$ cat config.mk
export PLATFORM = sky130hd
export DESIGN_NAME = irpu_top
export DESIGN_NICKNAME = d
export VERILOG_FILES = /design/src/hw/irpu_sync.v /design/src/hw/irpu_req_chan.v /design/src/hw/irpu_top.v
export VERILOG_INCLUDE_DIRS = /design/src /design/src/hw
export SDC_FILE = /design/constraint.sdc
export NUM_CORES = 1
export LEC_CHECK = 0
export BUFFER_PORTS_ARGS = -buffer_cell sky130_fd_sc_hd__buf_2
export CORE_MARGIN = 2
export CORE_UTILIZATION = 55
export DETAILED_ROUTE_END_ITERATION = 8
export PLACE_DENSITY = 0.77
export SYNTH_ARGS = -nofsm -noshare
export SYNTH_HDL_FRONTEND = slang
export SYNTH_SLANG_ARGS = --single-unit
$ cat constraint.sdc
create_clock -name clk -period 8.75 [get_ports clk]
set_clock_uncertainty 0.2 [all_clocks]
set_input_delay 0.875 -clock clk [delete_from_list [all_inputs] [get_ports clk]]
set_output_delay 0.875 -clock clk [all_outputs]
set_load 0.005 [all_outputs]
$ cat src/hw/irpu_consts.vh
`ifndef IRPU_CONSTS_VH
`define IRPU_CONSTS_VH

// register byte offsets
`define IRPU_OFF_CTRL 8'h00
`define IRPU_OFF_CFG 8'h04
`define IRPU_OFF_STATE 8'h08
`define IRPU_OFF_TYPE 8'h0C
`define IRPU_OFF_IST 8'h10
`define IRPU_OFF_IMSK 8'h14

// control register fields
`define IRPU_CTRL_CASC0 0
`define IRPU_CTRL_CASC1 1
`define IRPU_CTRL_SLAVE 2
`define IRPU_CTRL_W 3
`define IRPU_CTRL_RST 3'h0

// configuration register fields: mask bits and level-trigger bits
`define IRPU_CFG_MASK_LO 0
`define IRPU_CFG_MASK_HI 4
`define IRPU_CFG_TRIG_LO 8
`define IRPU_CFG_TRIG_HI 12
`define IRPU_MASK_RST 5'h1F
`define IRPU_TRIG_RST 5'h00

// state register fields
`define IRPU_ST_STATE_LO 0
`define IRPU_ST_STATE_HI 1
`define IRPU_ST_ACT_LO 8
`define IRPU_ST_ACT_HI 12
`define IRPU_ST_LVL_LO 16
`define IRPU_ST_LVL_HI 20

// interrupt status bits: 4..0 request edges, then type captures
`define IRPU_IST_SLV_TYPE 5
`define IRPU_IST_CASC_TYPE 6
`define IRPU_IST_W 7

`define IRPU_RESP_OKAY 2'h0
`define IRPU_RESP_SLVERR 2'h2

`define IRPU_NREQ 5
`define IRPU_TYPE_W 8

`endif

$ cat src/hw/irpu_sync.v
`timescale 1ns/1ps
module irpu_sync #(
  parameter W = 1
) (
  clk,
  ce,
  reset,
  async_in,
  sync_out
);
  input wire clk;
  input wire ce;
  input wire reset;
  input wire [W-1:0] async_in;
  output wire [W-1:0] sync_out;

  reg [W-1:0] meta_reg;
  reg [W-1:0] sync_reg;

  // first stage feeds only the second stage
  always @(posedge clk or posedge reset) begin
    if (reset) begin
      meta_reg <= {W{1'b0}};
      sync_reg <= {W{1'b0}};
    end else if (ce) begin
      meta_reg <= async_in;
      sync_reg <= meta_reg;
    end
  end

  assign sync_out = sync_reg;
endmodule

$ cat src/hw/irpu_req_chan.v
`timescale 1ns/1ps
module irpu_req_chan (
  clk,
  ce,
  reset,
  level,
  trig_level,
  masked,
  clear,
  active,
  rise
);
  input wire clk;
  input wire ce;
  input wire reset;
  input wire level;
  input wire trig_level;
  input wire masked;
  input wire clear;
  output wire active;
  output wire rise;

  reg prev_reg;
  reg latch_reg;
  wire latch_next;

  assign rise = level & ~prev_reg;
  // an edge arriving with the clear is kept
  assign latch_next = rise ? 1'b1 : (clear ? 1'b0 : latch_reg);

  always @(posedge clk or posedge reset) begin
    if (reset) begin
      prev_reg <= 1'b0;
      latch_reg <= 1'b0;
    end else if (ce) begin
      prev_reg <= level;
      latch_reg <= latch_next;
    end
  end

  // level mode follows the pin, so the requester must hold it until serviced
  assign active = ~masked & (trig_level ? level : latch_reg);
endmodule

$ cat src/hw/irpu_top.v
// Functional notes
// - outside slave mode an unmasked request on a non-cascaded input presents the vector entry that belongs to its input
// - every request pin is synchronised before the interrupt logic sees it
// - each request input is edge or level triggered per its trigger bit
// - in slave mode the select strobe captures the type from the bus
// - cascade on request 0 turns pin 2 into type acknowledge 0 output
// - cascade on request 1 turns pin 3 into type acknowledge 1 output
// - type acknowledge 0 asserts while servicing request 0 in cascade
// - type acknowledge 1 asserts while servicing request 1 in cascade
// - in slave mode pin 3 drives a request toward the external master
//
// The register offsets and the AXI4-Lite slave port were chosen for this implementation.
`timescale 1ns/1ps
`include "irpu_consts.vh"
module irpu_top #(
  parameter [7:0] VEC_BASE = 8'h10,
  parameter ACK_CYC = 4
) (
  clk,
  ce,
  reset,
  mask_req_0,
  mask_req_1,
  mask_req_2_in,
  type_ack_0_out,
  type_ack_0_oe,
  mask_req_3_in,
  pin3_out,
  pin3_oe,
  mask_req_4,
  ad_in,
  exec_req,
  exec_type,
  exec_ack,
  irq,
  s_axi_awaddr,
  s_axi_awvalid,
  s_axi_awready,
  s_axi_wdata,
  s_axi_wstrb,
  s_axi_wvalid,
  s_axi_wready,
  s_axi_bresp,
  s_axi_bvalid,
  s_axi_bready,
  s_axi_araddr,
  s_axi_arvalid,
  s_axi_arready,
  s_axi_rdata,
  s_axi_rresp,
  s_axi_rvalid,
  s_axi_rready
);
  input wire clk;
  input wire ce;
  input wire reset;
  input wire mask_req_0;
  input wire mask_req_1;
  input wire mask_req_2_in;
  output wire type_ack_0_out;
  output wire type_ack_0_oe;
  input wire mask_req_3_in;
  output wire pin3_out;
  output wire pin3_oe;
  input wire mask_req_4;
  input wire [7:0] ad_in;
  output wire exec_req;
  output wire [7:0] exec_type;
  input wire exec_ack;
  output wire irq;
  input wire [7:0] s_axi_awaddr;
  input wire s_axi_awvalid;
  output wire s_axi_awready;
  input wire [31:0] s_axi_wdata;
  input wire [3:0] s_axi_wstrb;
  input wire s_axi_wvalid;
  output wire s_axi_wready;
  output wire [1:0] s_axi_bresp;
  output wire s_axi_bvalid;
  input wire s_axi_bready;
  input wire [7:0] s_axi_araddr;
  input wire s_axi_arvalid;
  output wire s_axi_arready;
  output wire [31:0] s_axi_rdata;
  output wire [1:0] s_axi_rresp;
  output wire s_axi_rvalid;
  input wire s_axi_rready;

  localparam [1:0] ST_IDLE = 2'h0;
  localparam [1:0] ST_CASC = 2'h1;
  localparam [1:0] ST_SLV = 2'h2;
  localparam [1:0] ST_PRES = 2'h3;
  localparam NREQ = `IRPU_NREQ;
  localparam [7:0] ACK_LAST = ACK_CYC - 1;

  // configuration registers
  reg [`IRPU_CTRL_W-1:0] ctrl_reg;
  reg [NREQ-1:0] mask_reg;
  reg [NREQ-1:0] trig_reg;
  reg [`IRPU_IST_W-1:0] ist_reg;
  reg [`IRPU_IST_W-1:0] imsk_reg;
  reg irq_reg;

  // axi slave state
  reg aw_hold_reg;
  reg [7:0] awaddr_reg;
  reg w_hold_reg;
  reg [31:0] wdata_reg;
  reg [3:0] wstrb_reg;
  reg bvalid_reg;
  reg [1:0] bresp_reg;
  reg rvalid_reg;
  reg [1:0] rresp_reg;
  reg [31:0] rdata_reg;

  // service state
  reg [1:0] state_reg;
  reg [1:0] state_next;
  reg [2:0] src_reg;
  reg [2:0] src_next;
  reg [7:0] cnt_reg;
  reg [7:0] type_reg;
  reg [7:0] type_next;
  reg exec_req_reg;
  reg ack0_reg;
  reg pin3_reg;
  reg ack0_oe_reg;
  reg pin3_oe_reg;
  reg sel_prev_reg;
  reg casc_cap;
  reg slv_cap;

  wire casc0 = ctrl_reg[`IRPU_CTRL_CASC0] & ~ctrl_reg[`IRPU_CTRL_SLAVE];
  wire casc1 = ctrl_reg[`IRPU_CTRL_CASC1] & ~ctrl_reg[`IRPU_CTRL_SLAVE];
  wire slave_en = ctrl_reg[`IRPU_CTRL_SLAVE];

  wire [NREQ-1:0] pin_sync;
  wire [7:0] ad_sync;
  wire [NREQ-1:0] req_lvl;
  wire [NREQ-1:0] req_act;
  wire [NREQ-1:0] req_rise;
  reg [NREQ-1:0] req_clr;

  irpu_sync #(.W(NREQ)) u_pin_sync (
    .clk(clk),
    .ce(ce),
    .reset(reset),
    .async_in({mask_req_4, mask_req_3_in, mask_req_2_in, mask_req_1, mask_req_0}),
    .sync_out(pin_sync)
  );

  irpu_sync #(.W(8)) u_ad_sync (
    .clk(clk),
    .ce(ce),
    .reset(reset),
    .async_in(ad_in),
    .sync_out(ad_sync)
  );

  // pins that serve as outputs or as the select strobe carry no request
  assign req_lvl[0] = pin_sync[0];
  assign req_lvl[1] = pin_sync[1] & ~slave_en;
  assign req_lvl[2] = pin_sync[2] & ~casc0;
  assign req_lvl[3] = pin_sync[3] & ~casc1 & ~slave_en;
  assign req_lvl[4] = pin_sync[4];

  genvar g;
  generate
    for (g = 0; g < NREQ; g = g + 1) begin : g_chan
      irpu_req_chan u_chan (
        .clk(clk),
        .ce(ce),
        .reset(reset),
        .level(req_lvl[g]),
        .trig_level(trig_reg[g]),
        .masked(mask_reg[g]),
        .clear(req_clr[g]),
        .active(req_act[g]),
        .rise(req_rise[g])
      );
    end
  endgenerate

  // lowest input number wins
  reg [2:0] pick_idx;
  reg pick_any;
  integer i;
  always @* begin
    pick_idx = 3'h0;
    pick_any = 1'b0;
    for (i = NREQ - 1; i >= 0; i = i - 1) begin
      if (req_act[i]) begin
        pick_idx = i[2:0];
        pick_any = 1'b1;
      end
    end
  end

  wire sel_rise = pin_sync[1] & ~sel_prev_reg;

  always @* begin
    state_next = state_reg;
    src_next = src_reg;
    type_next = type_reg;
    req_clr = {NREQ{1'b0}};
    casc_cap = 1'b0;
    slv_cap = 1'b0;
    case (state_reg)
      ST_IDLE: begin
        if (slave_en) begin
          if (req_act[0]) begin
            src_next = 3'h0;
            state_next = ST_SLV;
          end
        end else if (pick_any) begin
          src_next = pick_idx;
          if ((pick_idx == 3'h0 && casc0) || (pick_idx == 3'h1 && casc1)) begin
            state_next = ST_CASC;
          end else begin
            type_next = VEC_BASE + {5'h00, pick_idx};
            state_next = ST_PRES;
          end
        end
      end
      ST_CASC: begin
        // the peripheral has had ACK_CYC cycles to drive its type
        if (cnt_reg == ACK_LAST) begin
          type_next = ad_sync;
          casc_cap = 1'b1;
          state_next = ST_PRES;
        end
      end
      ST_SLV: begin
        if (sel_rise) begin
          type_next = ad_sync;
          slv_cap = 1'b1;
          state_next = ST_PRES;
        end
      end
      ST_PRES: begin
        if (exec_ack) begin
          req_clr[src_reg] = 1'b1;
          state_next = ST_IDLE;
        end
      end
      default: begin
        state_next = ST_IDLE;
      end
    endcase
  end

  always @(posedge clk or posedge reset) begin
    if (reset) begin
      state_reg <= ST_IDLE;
      src_reg <= 3'h0;
      cnt_reg <= 8'h00;
      type_reg <= 8'h00;
      exec_req_reg <= 1'b0;
      ack0_reg <= 1'b0;
      pin3_reg <= 1'b0;
      ack0_oe_reg <= 1'b0;
      pin3_oe_reg <= 1'b0;
      sel_prev_reg <= 1'b0;
    end else if (ce) begin
      state_reg <= state_next;
      src_reg <= src_next;
      type_reg <= type_next;
      cnt_reg <= (state_reg == ST_CASC) ? cnt_reg + 8'h01 : 8'h00;
      sel_prev_reg <= pin_sync[1];
      exec_req_reg <= (state_next == ST_PRES);
      ack0_reg <= (state_next == ST_CASC) && (src_next == 3'h0);
      // one flop serves pin 3: locally owned requests in slave mode, type ack 1 otherwise
      pin3_reg <= slave_en ? (req_act[2] | req_act[4]) :
        ((state_next == ST_CASC) && (src_next == 3'h1));
      ack0_oe_reg <= casc0;
      pin3_oe_reg <= casc1 | slave_en;
    end
  end

  assign exec_req = exec_req_reg;
  assign exec_type = type_reg;
  assign type_ack_0_out = ack0_reg;
  assign type_ack_0_oe = ack0_oe_reg;
  assign pin3_out = pin3_reg;
  assign pin3_oe = pin3_oe_reg;

  // register writes; byte lanes honoured
  function [31:0] merge;
    input [31:0] old_v;
    input [31:0] new_v;
    input [3:0] strb;
    integer b;
    begin
      merge = old_v;
      for (b = 0; b < 4; b = b + 1) begin
        if (strb[b]) begin
          merge[b*8 +: 8] = new_v[b*8 +: 8];
        end
      end
    end
  endfunction

  wire wr_go = aw_hold_reg & w_hold_reg & ~bvalid_reg;
  wire [31:0] ctrl_w = {{(32-`IRPU_CTRL_W){1'b0}}, ctrl_reg};
  wire [31:0] cfg_w = {19'h00000, trig_reg, 3'h0, mask_reg};
  wire [31:0] imsk_w = {{(32-`IRPU_IST_W){1'b0}}, imsk_reg};
  wire [31:0] ctrl_m = merge(ctrl_w, wdata_reg, wstrb_reg);
  wire [31:0] cfg_m = merge(cfg_w, wdata_reg, wstrb_reg);
  wire [31:0] imsk_m = merge(imsk_w, wdata_reg, wstrb_reg);
  wire [31:0] ist_clr_m = merge(32'h00000000, wdata_reg, wstrb_reg);
  wire wr_map = (awaddr_reg == `IRPU_OFF_CTRL) || (awaddr_reg == `IRPU_OFF_CFG) ||
    (awaddr_reg == `IRPU_OFF_STATE) || (awaddr_reg == `IRPU_OFF_TYPE) ||
    (awaddr_reg == `IRPU_OFF_IST) || (awaddr_reg == `IRPU_OFF_IMSK);

  wire [`IRPU_IST_W-1:0] ist_set = {casc_cap, slv_cap, req_rise};
  wire [`IRPU_IST_W-1:0] ist_clr = (wr_go && awaddr_reg == `IRPU_OFF_IST) ?
    ist_clr_m[`IRPU_IST_W-1:0] : {`IRPU_IST_W{1'b0}};
  // a new event beats a simultaneous write-one clear
  wire [`IRPU_IST_W-1:0] ist_next = (ist_reg & ~ist_clr) | ist_set;

  always @(posedge clk or posedge reset) begin
    if (reset) begin
      aw_hold_reg <= 1'b0;
      awaddr_reg <= 8'h00;
      w_hold_reg <= 1'b0;
      wdata_reg <= 32'h00000000;
      wstrb_reg <= 4'h0;
      bvalid_reg <= 1'b0;
      bresp_reg <= `IRPU_RESP_OKAY;
      ctrl_reg <= `IRPU_CTRL_RST;
      mask_reg <= `IRPU_MASK_RST;
      trig_reg <= `IRPU_TRIG_RST;
      imsk_reg <= {`IRPU_IST_W{1'b0}};
      ist_reg <= {`IRPU_IST_W{1'b0}};
      irq_reg <= 1'b0;
    end else if (ce) begin
      ist_reg <= ist_next;
      irq_reg <= |(ist_next & imsk_reg);
      if (s_axi_awvalid && !aw_hold_reg && !bvalid_reg) begin
        aw_hold_reg <= 1'b1;
        awaddr_reg <= s_axi_awaddr;
      end
      if (s_axi_wvalid && !w_hold_reg && !bvalid_reg) begin
        w_hold_reg <= 1'b1;
        wdata_reg <= s_axi_wdata;
        wstrb_reg <= s_axi_wstrb;
      end
      if (wr_go) begin
        aw_hold_reg <= 1'b0;
        w_hold_reg <= 1'b0;
        bvalid_reg <= 1'b1;
        bresp_reg <= wr_map ? `IRPU_RESP_OKAY : `IRPU_RESP_SLVERR;
        if (awaddr_reg == `IRPU_OFF_CTRL) begin
          ctrl_reg <= ctrl_m[`IRPU_CTRL_W-1:0];
        end
        if (awaddr_reg == `IRPU_OFF_CFG) begin
          mask_reg <= cfg_m[`IRPU_CFG_MASK_HI:`IRPU_CFG_MASK_LO];
          trig_reg <= cfg_m[`IRPU_CFG_TRIG_HI:`IRPU_CFG_TRIG_LO];
        end
        if (awaddr_reg == `IRPU_OFF_IMSK) begin
          imsk_reg <= imsk_m[`IRPU_IST_W-1:0];
        end
      end else if (bvalid_reg && s_axi_bready) begin
        bvalid_reg <= 1'b0;
      end
    end
  end

  // read side
  reg [31:0] rd_val;
  reg rd_map;
  always @* begin
    rd_val = 32'h00000000;
    rd_map = 1'b1;
    case (s_axi_araddr)
      `IRPU_OFF_CTRL: rd_val = ctrl_w;
      `IRPU_OFF_CFG: rd_val = cfg_w;
      `IRPU_OFF_STATE: begin
        rd_val[`IRPU_ST_STATE_HI:`IRPU_ST_STATE_LO] = state_reg;
        rd_val[`IRPU_ST_ACT_HI:`IRPU_ST_ACT_LO] = req_act;
        rd_val[`IRPU_ST_LVL_HI:`IRPU_ST_LVL_LO] = pin_sync;
      end
      `IRPU_OFF_TYPE: rd_val = {24'h000000, type_reg};
      `IRPU_OFF_IST: rd_val = {{(32-`IRPU_IST_W){1'b0}}, ist_reg};
      `IRPU_OFF_IMSK: rd_val = imsk_w;
      default: rd_map = 1'b0;
    endcase
  end

  always @(posedge clk or posedge reset) begin
    if (reset) begin
      rvalid_reg <= 1'b0;
      rresp_reg <= `IRPU_RESP_OKAY;
      rdata_reg <= 32'h00000000;
    end else if (ce) begin
      if (s_axi_arvalid && !rvalid_reg) begin
        rvalid_reg <= 1'b1;
        rdata_reg <= rd_val;
        rresp_reg <= rd_map ? `IRPU_RESP_OKAY : `IRPU_RESP_SLVERR;
      end else if (rvalid_reg && s_axi_rready) begin
        rvalid_reg <= 1'b0;
      end
    end
  end

  // ready flags are flopped from the next handshake state so no output is combinational
  wire aw_take = s_axi_awvalid & ~aw_hold_reg & ~bvalid_reg;
  wire w_take = s_axi_wvalid & ~w_hold_reg & ~bvalid_reg;
  wire b_done = bvalid_reg & s_axi_bready & ~wr_go;
  wire aw_hold_next = (aw_hold_reg | aw_take) & ~wr_go;
  wire w_hold_next = (w_hold_reg | w_take) & ~wr_go;
  wire bvalid_next = (bvalid_reg | wr_go) & ~b_done;
  wire rvalid_next = (s_axi_arvalid & ~rvalid_reg) | (rvalid_reg & ~s_axi_rready);
  reg awready_reg;
  reg wready_reg;
  reg arready_reg;

  always @(posedge clk or posedge reset) begin
    if (reset) begin
      awready_reg <= 1'b1;
      wready_reg <= 1'b1;
      arready_reg <= 1'b1;
    end else if (ce) begin
      awready_reg <= ~aw_hold_next & ~bvalid_next;
      wready_reg <= ~w_hold_next & ~bvalid_next;
      arready_reg <= ~rvalid_next;
    end
  end

  assign s_axi_awready = awready_reg;
  assign s_axi_wready = wready_reg;
  assign s_axi_bvalid = bvalid_reg;
  assign s_axi_bresp = bresp_reg;
  assign s_axi_arready = arready_reg;
  assign s_axi_rvalid = rvalid_reg;
  assign s_axi_rdata = rdata_reg;
  assign s_axi_rresp = rresp_reg;
  assign irq = irq_reg;
endmodule

==> results by group, run 1 <==
Critical path
  • Critical path, cell by cell: nor2_1 -> a32o_1 -> a21o_1 -> o21ai_1 -> a211o_2 -> a221oi_4 -> mux2_4
  • CP delay by family, top: compound AO/OA/AOI/OAI gates
  • Worst path bufs/invs: 0
  • CP max-delay cell: a221oi_4
  • Slowest stage delay, CP: 0.60 ns
  • Critical Path RT: 8.87 ns
  • Critical path class: reg2reg
  • Critical Path Source Type: flop
  • CP max FO: 15
  • Critical path capture point type: flop
  • Worst path arrival time: 3.33 ns

GRT
  • Grt total ovfl: 0
  • First-pass GRT wire length: 25800 um
  • Largest net degree at the start of global routing: 87
  • Total track usage: 25.9%
  • Number of global-route vias before repair: 5139
  • Initial antenna violation count: 0

STA
  • Max-slew headroom: 19.9%
  • Hold_ws: 0.272 ns
  • RSZ-0062 raised after global routing: false
  • Setup WS post-layout: 5.54 ns
  • Final period utilization: 36.7%
  • Final hold violation count: 0
  • Max Transition Viols Final: 0
  • # setup viols final: 0
  • Setup TNS: 0 ns
  • Worst-margin pin slew: 1.20 ns
  • Fin crit period: 3.21 ns
  • Fmax: 0.311 GHz

Routing
  • Antenna Nets Post-Route: 0
  • Initial DRC count: 326
  • WL/cell: 18.0 um
  • Final Routed Wirelength: 15700 um
  • DRT Pass-1 Iters: 5
  • Via count: 5108
  • Vias per Instance: 5.84
  • DRC violations left: 0

Synth
  • Ys Warns: 0
  • #FFs+latches synth: 140
  • Share of flip-flops with an asynchronous set or reset: 100%
  • Post-synth cell types: 65
  • Leading area contributor after synthesis: dfrtp_1
  • Register area share after synthesis: 52.3%
  • Top post-synthesis cells by area: dfrtp_1 (49%), mux2_2 (12%), nand2_1 (5.2%)
  • Mapped cell area: 0.00671 sq mm
  • Post-synth EDFFs: 0
  • Synth top area share: 49.2%
  • Mapped Cells: 630
  • Syn Area/Cell: 10.7 sq um
  • Most used DFF post-synth: dfrtp_1

Die
  • Die X: 114 um
  • Die Span Y: 114 um
  • Initial Utilization: 56.1%
  • Rows: 40
  • Die ar.: 0.0131 sq mm
  • CORE AREA: 0.0120 sq mm
  • Ports: 129

CTS
  • Post-CTS setup buffers: 0
  • Sink Count: 140
  • Worst-skew pair later-pin latency: 0.43 ns
  • CTS Root Cell: clkbuf_16
  • CTS clk-pin slew, worst paths: 0.06 ns
  • H-tree level count: 4
  • CTS Buf Count: 17
  • Max clock buf depth: 2
  • Hold_buf cts: 0
  • TritonCTS clock tree: yes
  • Post-CTS Resized: 0

Placed design
  • Placed cell area: 0.00720 sq mm
  • Worst slack, placed: 5.16 ns
  • Placed cell count: 843
  • Routability cong.: 0.913
  • IO buf count: 90
  • Post-DP HPWL: 11100 um

Flow run
  • MaxCap Viol Count: 0

Cells and area
  • Final-stage net count: 796
  • Register area: 0.00351 sq mm
  • Synth-to-Final Area Change: 16.5%
  • Final Cell Area: 0.00782 sq mm
  • Layout cell share with drive strength beyond 1: 29.4%
  • # diodes: 0
  • Area of the multi-input gates: 0.00294 sq mm
  • Largest register FFs: 18
  • Non-Filler Instances: 875
  • Final-layout fill cell count: 928

Pwr
  • Pwr/cell area: 280 mW/mm^2
  • P_leak: 3.57 nW
  • Peak VDD IR: 173 uV

Status
  • Status: completed

Hold path
  • Worst hold-check path type: reg2reg
==> power breakdown <==
part | total [mW] | internal (mW) | leakage (nW) | switching [mW]
logic | 0.518 | 0.240 | 1.56 | 0.278
registers | 0.923 | 0.791 | 1.72 | 0.133
clock network | 0.746 | 0.470 | 0.296 | 0.276
total | 2.19 | 1.50 | 3.57 | 0.686
==> per-stage QoR <==
| step | total power, mW | utilization, % |
|---|---|---|
| after floorplan | 1.28 | - |
| after global placement | 1.42 | 60.2 |
| after detailed placement | 1.44 | 60.2 |
| after CTS | 2.19 | 65.3 |
| after global routing | 2.30 | 65.3 |
| final | 2.19 | 65.3 |
==> placed cells by master, fill, tap and decap left out, drive strengths merged, types with 4 or more instances in the layout <==
| cell type | netlist | routed |
|---|---|---|
| conb | 1 | 16 |
| a21oi | 17 | 17 |
| a21o | 5 | 5 |
| a22o | 9 | 9 |
| nand3 | 7 | 7 |
| nor2b | 6 | 6 |
| nor3 | 9 | 9 |
| dfrtp | 132 | 132 |
| clkinv | 1 | 5 |
| or2 | 4 | 4 |
| a22oi | 8 | 8 |
| buf | 21 | 93 |
| or3 | 4 | 4 |
| clkbuf | 21 | 22 |
| o31ai | 8 | 8 |
| mux2 | 74 | 74 |
| nor3b | 4 | 4 |
| mux2i | 15 | 15 |
| nand2 | 93 | 93 |
| inv | 23 | 24 |
| ha | 7 | 7 |
| nor2 | 43 | 43 |
| dfstp | 8 | 8 |
| nand2b | 5 | 5 |
| o2bb2ai | 7 | 7 |
| a211oi | 4 | 4 |
| o21ai | 48 | 48 |
==> final timing paths <==
check                                     startpoint                     to  slack (ns)  cells past startpoint
max                                      ctrl_reg[2]           exec_type[1]        5.54                      7
min in group asynchronous                      reset           wdata_reg[6]        0.29                      2
max reg2reg                              ctrl_reg[2]           exec_type[1]        5.54                      7
min reg2reg                g_chan[0].u_chan.prev_reg             ist_reg[0]        0.27                      1
max in group asynchronous                      reset  u_ad_sync.sync_out[7]        6.59                      3
min                        g_chan[0].u_chan.prev_reg             ist_reg[0]        0.27                      1
==> worst reg2reg max path: cells and delay by family, from the launching register on <==
kind,cells,cell delay (ns)
compound gates,5,1.66
flops,1,0.55
mux,1,0.36
simple gates,1,0.33
==> routing by layer <==
layer	track usage, %	part of all wire [%]	vias up
met3	6.03	4.8	37
li1	-	-	2376
met5	0	0	-
met1	34.0	43	2542
met2	40.9	49	153
met4	12.5	3.1	0
==> Yosys cell counts, types with 4 or more instances <==
cell and count:
nand2b_1 5, a21oi_1 17, mux2_2 71, ha_1 7, nor2b_1 6, nor2_1 43, o31ai_1 8, a22o_1 9
a21o_1 5, nor3b_1 4, nand2_1 93, a22oi_1 8, buf_4 16, nor3_1 8, or3_1 4, o2bb2ai_1 7
nand3_1 7, clkbuf_1 21, inv_1 23, mux2i_1 15, dfstp_2 8, dfrtp_1 132, o21ai_0 47
==> layout make-up <==
class	count	area share [%]
Clock buffer	22	6.07
Sequential cell	140	44.9
Multi-Input combinational cell	439	37.6
Inverter	24	1.22
Clock inverter	10	1.76
Tap cell	147	2.35
Timing Repair Buffer	93	6.05
==> cells by family (layout without fill, tap and decap cells) <==
family	after synthesis	in the layout	share of synthesized area (%)
mux	89	89	14.8
buf+inv	66	149	4.77
other cells	1	16	0.0559
compound gates	139	139	14.2
flops	140	140	52.3
simple gates	188	188	12.5
fa+ha+maj	7	7	1.30
Note: power is estimated with default switching activity, not from simulation.
==> run 2, diff against run 1 <==
==> constraint.sdc (replaced) <==
create_clock -name clk -period 3 [get_ports clk]
set_clock_uncertainty 0.2 [all_clocks]
set_input_delay 0.3 -clock clk [delete_from_list [all_inputs] [get_ports clk]]
set_output_delay 0.3 -clock clk [all_outputs]
set_load 0.005 [all_outputs]
==> run 2 against run 1 <==
Setup slack worse by 5.4 ns. Non-clock buffer count up 54. Wire length rose by 6.8%. Fmax grew 13%. First-iteration DRC count grew 17%. Worst hold slack worse by 0.23 ns. Clock power grew to 3.0 times the previous value. Core utilization increased by 4.6 points. Via count grew 4.1%. Register-to-register slack worse by 5.4 ns. Critical endpoint is now pin3_out.
==> results by group, run 2 (synthesis gave the netlist of run 1 again) <==
CTS
  • H-tree level count: 4
  • TritonCTS clock tree: yes
  • CTS clk-pin slew, worst paths: 0.06 ns
  • Sink Count: 140
  • CTS Buf Count: 17
  • Max clock buf depth: 2
  • Worst-skew pair later-pin latency: 0.43 ns
  • CTS Root Cell: clkbuf_16

Die
  • Initial Utilization: 56.1%
  • Rows: 40
  • Die X: 114 um
  • Die Span Y: 114 um
  • CORE AREA: 0.0120 sq mm
  • Ports: 129
  • Die ar.: 0.0131 sq mm

Critical path
  • Flop2flop setup slack: 0.16 ns
  • Worst flop-to-flop path endpoint: pin3_out
  • Critical path class: reg2reg
  • Worst path arrival time: 3.01 ns
  • Critical path capture point type: flop
  • CP max FO: 8
  • Register-to-Register Path Depth: 8
  • Critical Path Source Type: flop
  • Critical Path RT: 3.17 ns
  • R2R Path Start: state_reg[1]

STA
  • Setup TNS: 0 ns
  • # setup viols final: 0
  • RSZ-0062 raised after global routing: false
  • Fmax: 0.352 GHz
  • Max-slew headroom: 44.5%
  • Max Transition Viols Final: 0
  • Final hold violation count: 0
  • Fin crit period: 2.84 ns
  • Worst-margin pin slew: 0.831 ns
  • Final period utilization: 94.8%

Routing
  • Via count: 5318
  • Antenna Nets Post-Route: 0
  • DRT Pass-1 Iters: 5
  • Initial DRC count: 381
  • DRC violations left: 0
  • WL/cell: 18.1 um
  • Vias per Instance: 5.72
  • Final Routed Wirelength: 16800 um

Placed design
  • Routability cong.: 0.963
  • Placed cell count: 855
  • Post-DP HPWL: 11500 um
  • IO buf count: 90

Hold path
  • Min-delay src: s_axi_araddr[5]
  • Hold depth: 4
  • Hold path endpoint: s_axi_rdata[0]
  • Worst hold-check path type: in2reg

Flow run
  • MaxCap Viol Count: 0

Cells and area
  • Largest register FFs: 18
  • Non-Filler Instances: 929
  • Most common cell after layout, fill and taps aside: dfrtp_1
  • Synth-to-Final Area Change: 24.6%
  • Layout cell share with drive strength beyond 1: 29.2%
  • Most frequent cells in the layout: dfrtp_1 (132), nand2_1 (93), buf_2 (90), mux2_2 (71), o21ai_0 (47)
  • # diodes: 0
  • Final-stage net count: 850

GRT
  • Initial antenna violation count: 0
  • Total track usage: 27.4%
  • First-pass GRT wire length: 27300 um
  • Number of global-route vias before repair: 5375
  • Largest net degree at the start of global routing: 141
  • Grt total ovfl: 0

Pwr
  • Peak VDD IR: 598 uV
  • P_leak: 3.82 nW
  • Pwr/cell area: 786 mW/mm^2

Status
  • Status: completed
[run 2: changes by cell type in the layout (fill, tap and decap cells not counted), sizes merged]
| cell | delta |
|---|---|
| clkinv | -2 |
| clkinvlp | +3 |
| bufinv | +1 |
| clkbuf | -3 |
| buf | +12 |
| dlygate4sd3 | +42 |
| inv | +1 |
[run 2: repair_timing]
item	4_1_cts	5_1_grt
setup buffers	0	0
hold buffers	42	0
gates resized for setup	0	0
endpoints found under the hold margin	172	0
[run 2: area by class of cell]
class	count	area (sq um)
clock buffers	19	453
clock inverters	13	186
fillers	865	3600
inverters	24	93.8
multi-input cells	439	2940
flip-flops and latches	140	3510
well taps	147	184
repair buffers	147	996
[run 2: report_power, final]
| group | switching, mW | total (mW) | internal, mW |
|---|---|---|---|
| sequential | 0.394 | 2.70 | 2.31 |
| clock | 0.831 | 2.27 | 1.44 |
| combinational | 0.842 | 1.61 | 0.767 |
[run 2: metal layers]
metal | vias up | GRT usage, % | wire length, um
li1 | 2485 | - | -
met1 | 2622 | 34.6 | 6970
met2 | 170 | 44.3 | 8440
met3 | 41 | 6.46 | 819
met4 | 0 | 13.8 | 552
met5 | - | 0 | 0
[run 2: per-stage QoR]
| step | util [%] | hold WS [ns] | area (sq um) | total power, mW | worst slack [ns] |
|---|---|---|---|---|---|
| after floorplan | - | 0.232 | 6770 | 3.75 | 0.466 |
| after global placement | 61.1 | 0.246 | 7310 | 4.18 | 0.322 |
| after detailed placement | 61.1 | 0.265 | 7310 | 4.26 | 0.256 |
| after CTS | 69.9 | 0.0305 | 8370 | 6.59 | 0.228 |
| after global routing | 69.9 | 0.0648 | 8370 | 6.91 | 0.0202 |
| final | 69.9 | 0.0455 | 8370 | 6.58 | 0.157 |
[run 2: worst max-delay path by stage]
stage	from	endpoint	slack (ns)	cells past startpoint
finish	state_reg[1]	pin3_out	0.16	8
global route	state_reg[1]	type_ack_0_out	0.02	8
CTS	state_reg[1]	pin3_out	0.23	8
detailed placement	trig_reg[1]	exec_type[0]	0.26	8
global placement	ctrl_reg[2]	exec_type[0]	0.32	8
floorplan	trig_reg[1]	exec_type[1]	0.47	7
[run 2: critical path: stages, from the launching register on]
cell       delay, ns
dfrtp_1         0.50
inv_1           0.18
ha_1            0.34
a2111oi_0       0.58
a211o_1         0.18
o211ai_1        0.11
a221oi_1        0.27
o2111a_1        0.27
a221o_1         0.14
==> run 3, diff against run 2 <==
--- a/config.mk
+++ b/config.mk
@@ -6,11 +6,11 @@
 export SDC_FILE = /design/constraint.sdc
 export NUM_CORES = 1
 export LEC_CHECK = 0
-export BUFFER_PORTS_ARGS = -buffer_cell sky130_fd_sc_hd__buf_2
 export CORE_MARGIN = 2
-export CORE_UTILIZATION = 55
+export CORE_UTILIZATION = 64
 export DETAILED_ROUTE_END_ITERATION = 8
-export PLACE_DENSITY = 0.77
+export DONT_BUFFER_PORTS = 1
+export PLACE_DENSITY = 0.78
 export SYNTH_ARGS = -nofsm -noshare
 export SYNTH_HDL_FRONTEND = slang
 export SYNTH_SLANG_ARGS = --single-unit
==> constraint.sdc (replaced) <==
create_clock -name clk -period 3.55 [get_ports clk]
set_clock_uncertainty 0.2 [all_clocks]
set_input_delay 0.355 -clock clk [delete_from_list [all_inputs] [get_ports clk]]
set_output_delay 0.355 -clock clk [all_outputs]
set_load 0.005 [all_outputs]
==> run 3 against run 2 <==
Via count fell by 4.7%. Wire length fell by 1.8%. Worst hold slack got worse by 0.022 ns. Final cell count is 11% lower. Critical endpoint is now s_axi_rdata[0]. Count of clock-buffer cells in the layout grew 1. Combinational power decreased by 23%. Highest routed layer unchanged.
==> results by group, run 3 (synthesis gave the netlist of run 1 again) <==
STA
  • Hold_ws: 0.0234 ns
  • Fmax: 0.322 GHz
  • Worst-margin pin slew: 0.875 ns
  • RSZ-0062 raised after global routing: false
  • Setup TNS: 0 ns
  • Final hold violation count: 0
  • # setup viols final: 0
  • Setup WS post-layout: 0.446 ns
  • Max-slew headroom: 41.5%
  • Fin crit period: 3.10 ns
  • Final period utilization: 87.4%
  • Max Transition Viols Final: 0

Placed design
  • Placed cell area: 0.00678 sq mm
  • Post-DP HPWL: 10500 um
  • Worst slack, placed: 0.682 ns
  • IO buf count: 0
  • Routability cong.: 0.940
  • Placed cell count: 746

Critical path
  • R2R Path Start: mask_reg[0]
  • Flop2flop setup slack: 0.45 ns
  • Critical Path Source Type: flop
  • CP max-delay cell: dfstp_2
  • Critical path, cell by cell: mux2i_1 -> o211ai_1 -> dlygate4sd3_1 -> o21ai_0 -> dlygate4sd3_1 -> o31ai_1 -> dlygate4sd3_1
  • Critical Path RT: 3.82 ns
  • CP max FO: 6
  • Critical path capture point type: flop
  • Register-to-Register Path Depth: 7
  • Most frequent CP cell: dlygate4sd3_1
  • Slowest stage delay, CP: 0.59 ns
  • Critical path class: reg2reg
  • Worst path arrival time: 3.38 ns
  • Worst flop-to-flop path endpoint: s_axi_rdata[0]

Pwr
  • Clock power frac: 34.7%
  • Sequential Power Share: 42.4%
  • Sw frac: 31.5%
  • Peak VDD IR: 490 uV
  • Total power: 5.43 mW
  • Pwr/cell area: 684 mW/mm^2
  • Pint: 3.72 mW
  • Switch Pwr: 1.71 mW
  • Comb power frac: 22.9%
  • P_leak: 3.44 nW

Routing
  • Vias per Instance: 6.11
  • WL/cell: 19.9 um
  • DRC violations left: 0
  • Antenna Nets Post-Route: 0
  • Initial DRC count: 382
  • Via count: 5069
  • Final Routed Wirelength: 16500 um
  • DRT Pass-1 Iters: 7

CTS
  • CTS Buf Count: 17
  • Post-CTS setup buffers: 0
  • CTS clk-pin slew, worst paths: 0.06 ns
  • Post-CTS Resized: 0
  • H-tree level count: 4
  • TritonCTS clock tree: yes
  • Sink Count: 140
  • Worst-skew pair later-pin latency: 0.54 ns
  • Max clock buf depth: 2
  • CTS Root Cell: clkbuf_8
  • Hold_buf cts: 51

Flow run
  • MaxCap Viol Count: 0

Cells and area
  • Final Util: 77.6%
  • Final-stage net count: 761
  • Final Cell Area: 0.00794 sq mm
  • Non-Filler Instances: 829
  • Synth-to-Final Area Change: 18.3%
  • Most common cell after layout, fill and taps aside: dfrtp_1
  • Layout cell share with drive strength beyond 1: 18.8%
  • Most frequent cells in the layout: dfrtp_1 (132), nand2_1 (93), mux2_2 (71), dlygate4sd3_1 (50), o21ai_0 (47)
  • # diodes: 0
  • Largest register FFs: 18

Die
  • Die X: 106 um
  • CORE AREA: 0.0102 sq mm
  • Rows: 37
  • Die Span Y: 106 um
  • Initial Utilization: 65.6%
  • Die ar.: 0.0113 sq mm
  • Ports: 129

Hold path
  • Min-delay src: s_axi_araddr[2]
  • Worst hold-check path type: in2reg
  • Hold path endpoint: s_axi_rdata[3]
  • Hold depth: 3

GRT
  • Number of global-route vias before repair: 5043
  • First-pass GRT wire length: 26700 um
  • Total track usage: 31.3%
  • Initial antenna violation count: 0
  • Largest net degree at the start of global routing: 82
  • Grt total ovfl: 0

Status
  • Status: completed
## run 3: cell type report
class / count / area [sq um]
clock inverters: 12 / 185
repair buffers: 58 / 593
fillers: 640 / 2290
inverters: 24 / 93.8
flip-flops and latches: 140 / 3510
multi-input cells: 439 / 2940
clock buffers: 20 / 445
well taps: 136 / 170
## run 3: layer usage
layer / track usage, % / routed length (um)
met5: 0 / 0
met4: 13.7 / 560
met1: 40.8 / 6570
met2: 50.0 / 8140
met3: 7.85 / 1210
## run 3: power groups by stage
stage | Clock [mW] | Sequential [mW] | Combinational, mW
after detailed placement | 0 | 2.31 | 1.15
after global placement | 0 | 2.29 | 1.09
final | 1.88 | 2.30 | 1.24
after CTS | 1.90 | 2.29 | 1.23
after global routing | 1.97 | 2.35 | 1.37
after floorplan | 0 | 2.18 | 0.986
## run 3: how the worst max path moves through the flow
stage                      startpoint              to  slack (ns)  cells after the start
final                     mask_reg[0]  s_axi_rdata[0]        0.45                      7
after global routing      mask_reg[0]  s_axi_rdata[0]        0.36                      7
after CTS                 mask_reg[0]  s_axi_rdata[0]        0.52                      7
after detailed placement  ctrl_reg[1]    exec_type[7]        0.68                      8
after global placement    ctrl_reg[1]    exec_type[0]        0.76                      8
after floorplan           trig_reg[1]    exec_type[1]        1.02                      7
## run 3: critical path: cells and delay by family (launching register included)
family,cells,cell delay [ns]
buf+inv,3,1.70
compound gates,3,0.43
flops,1,0.59
mux,1,0.12
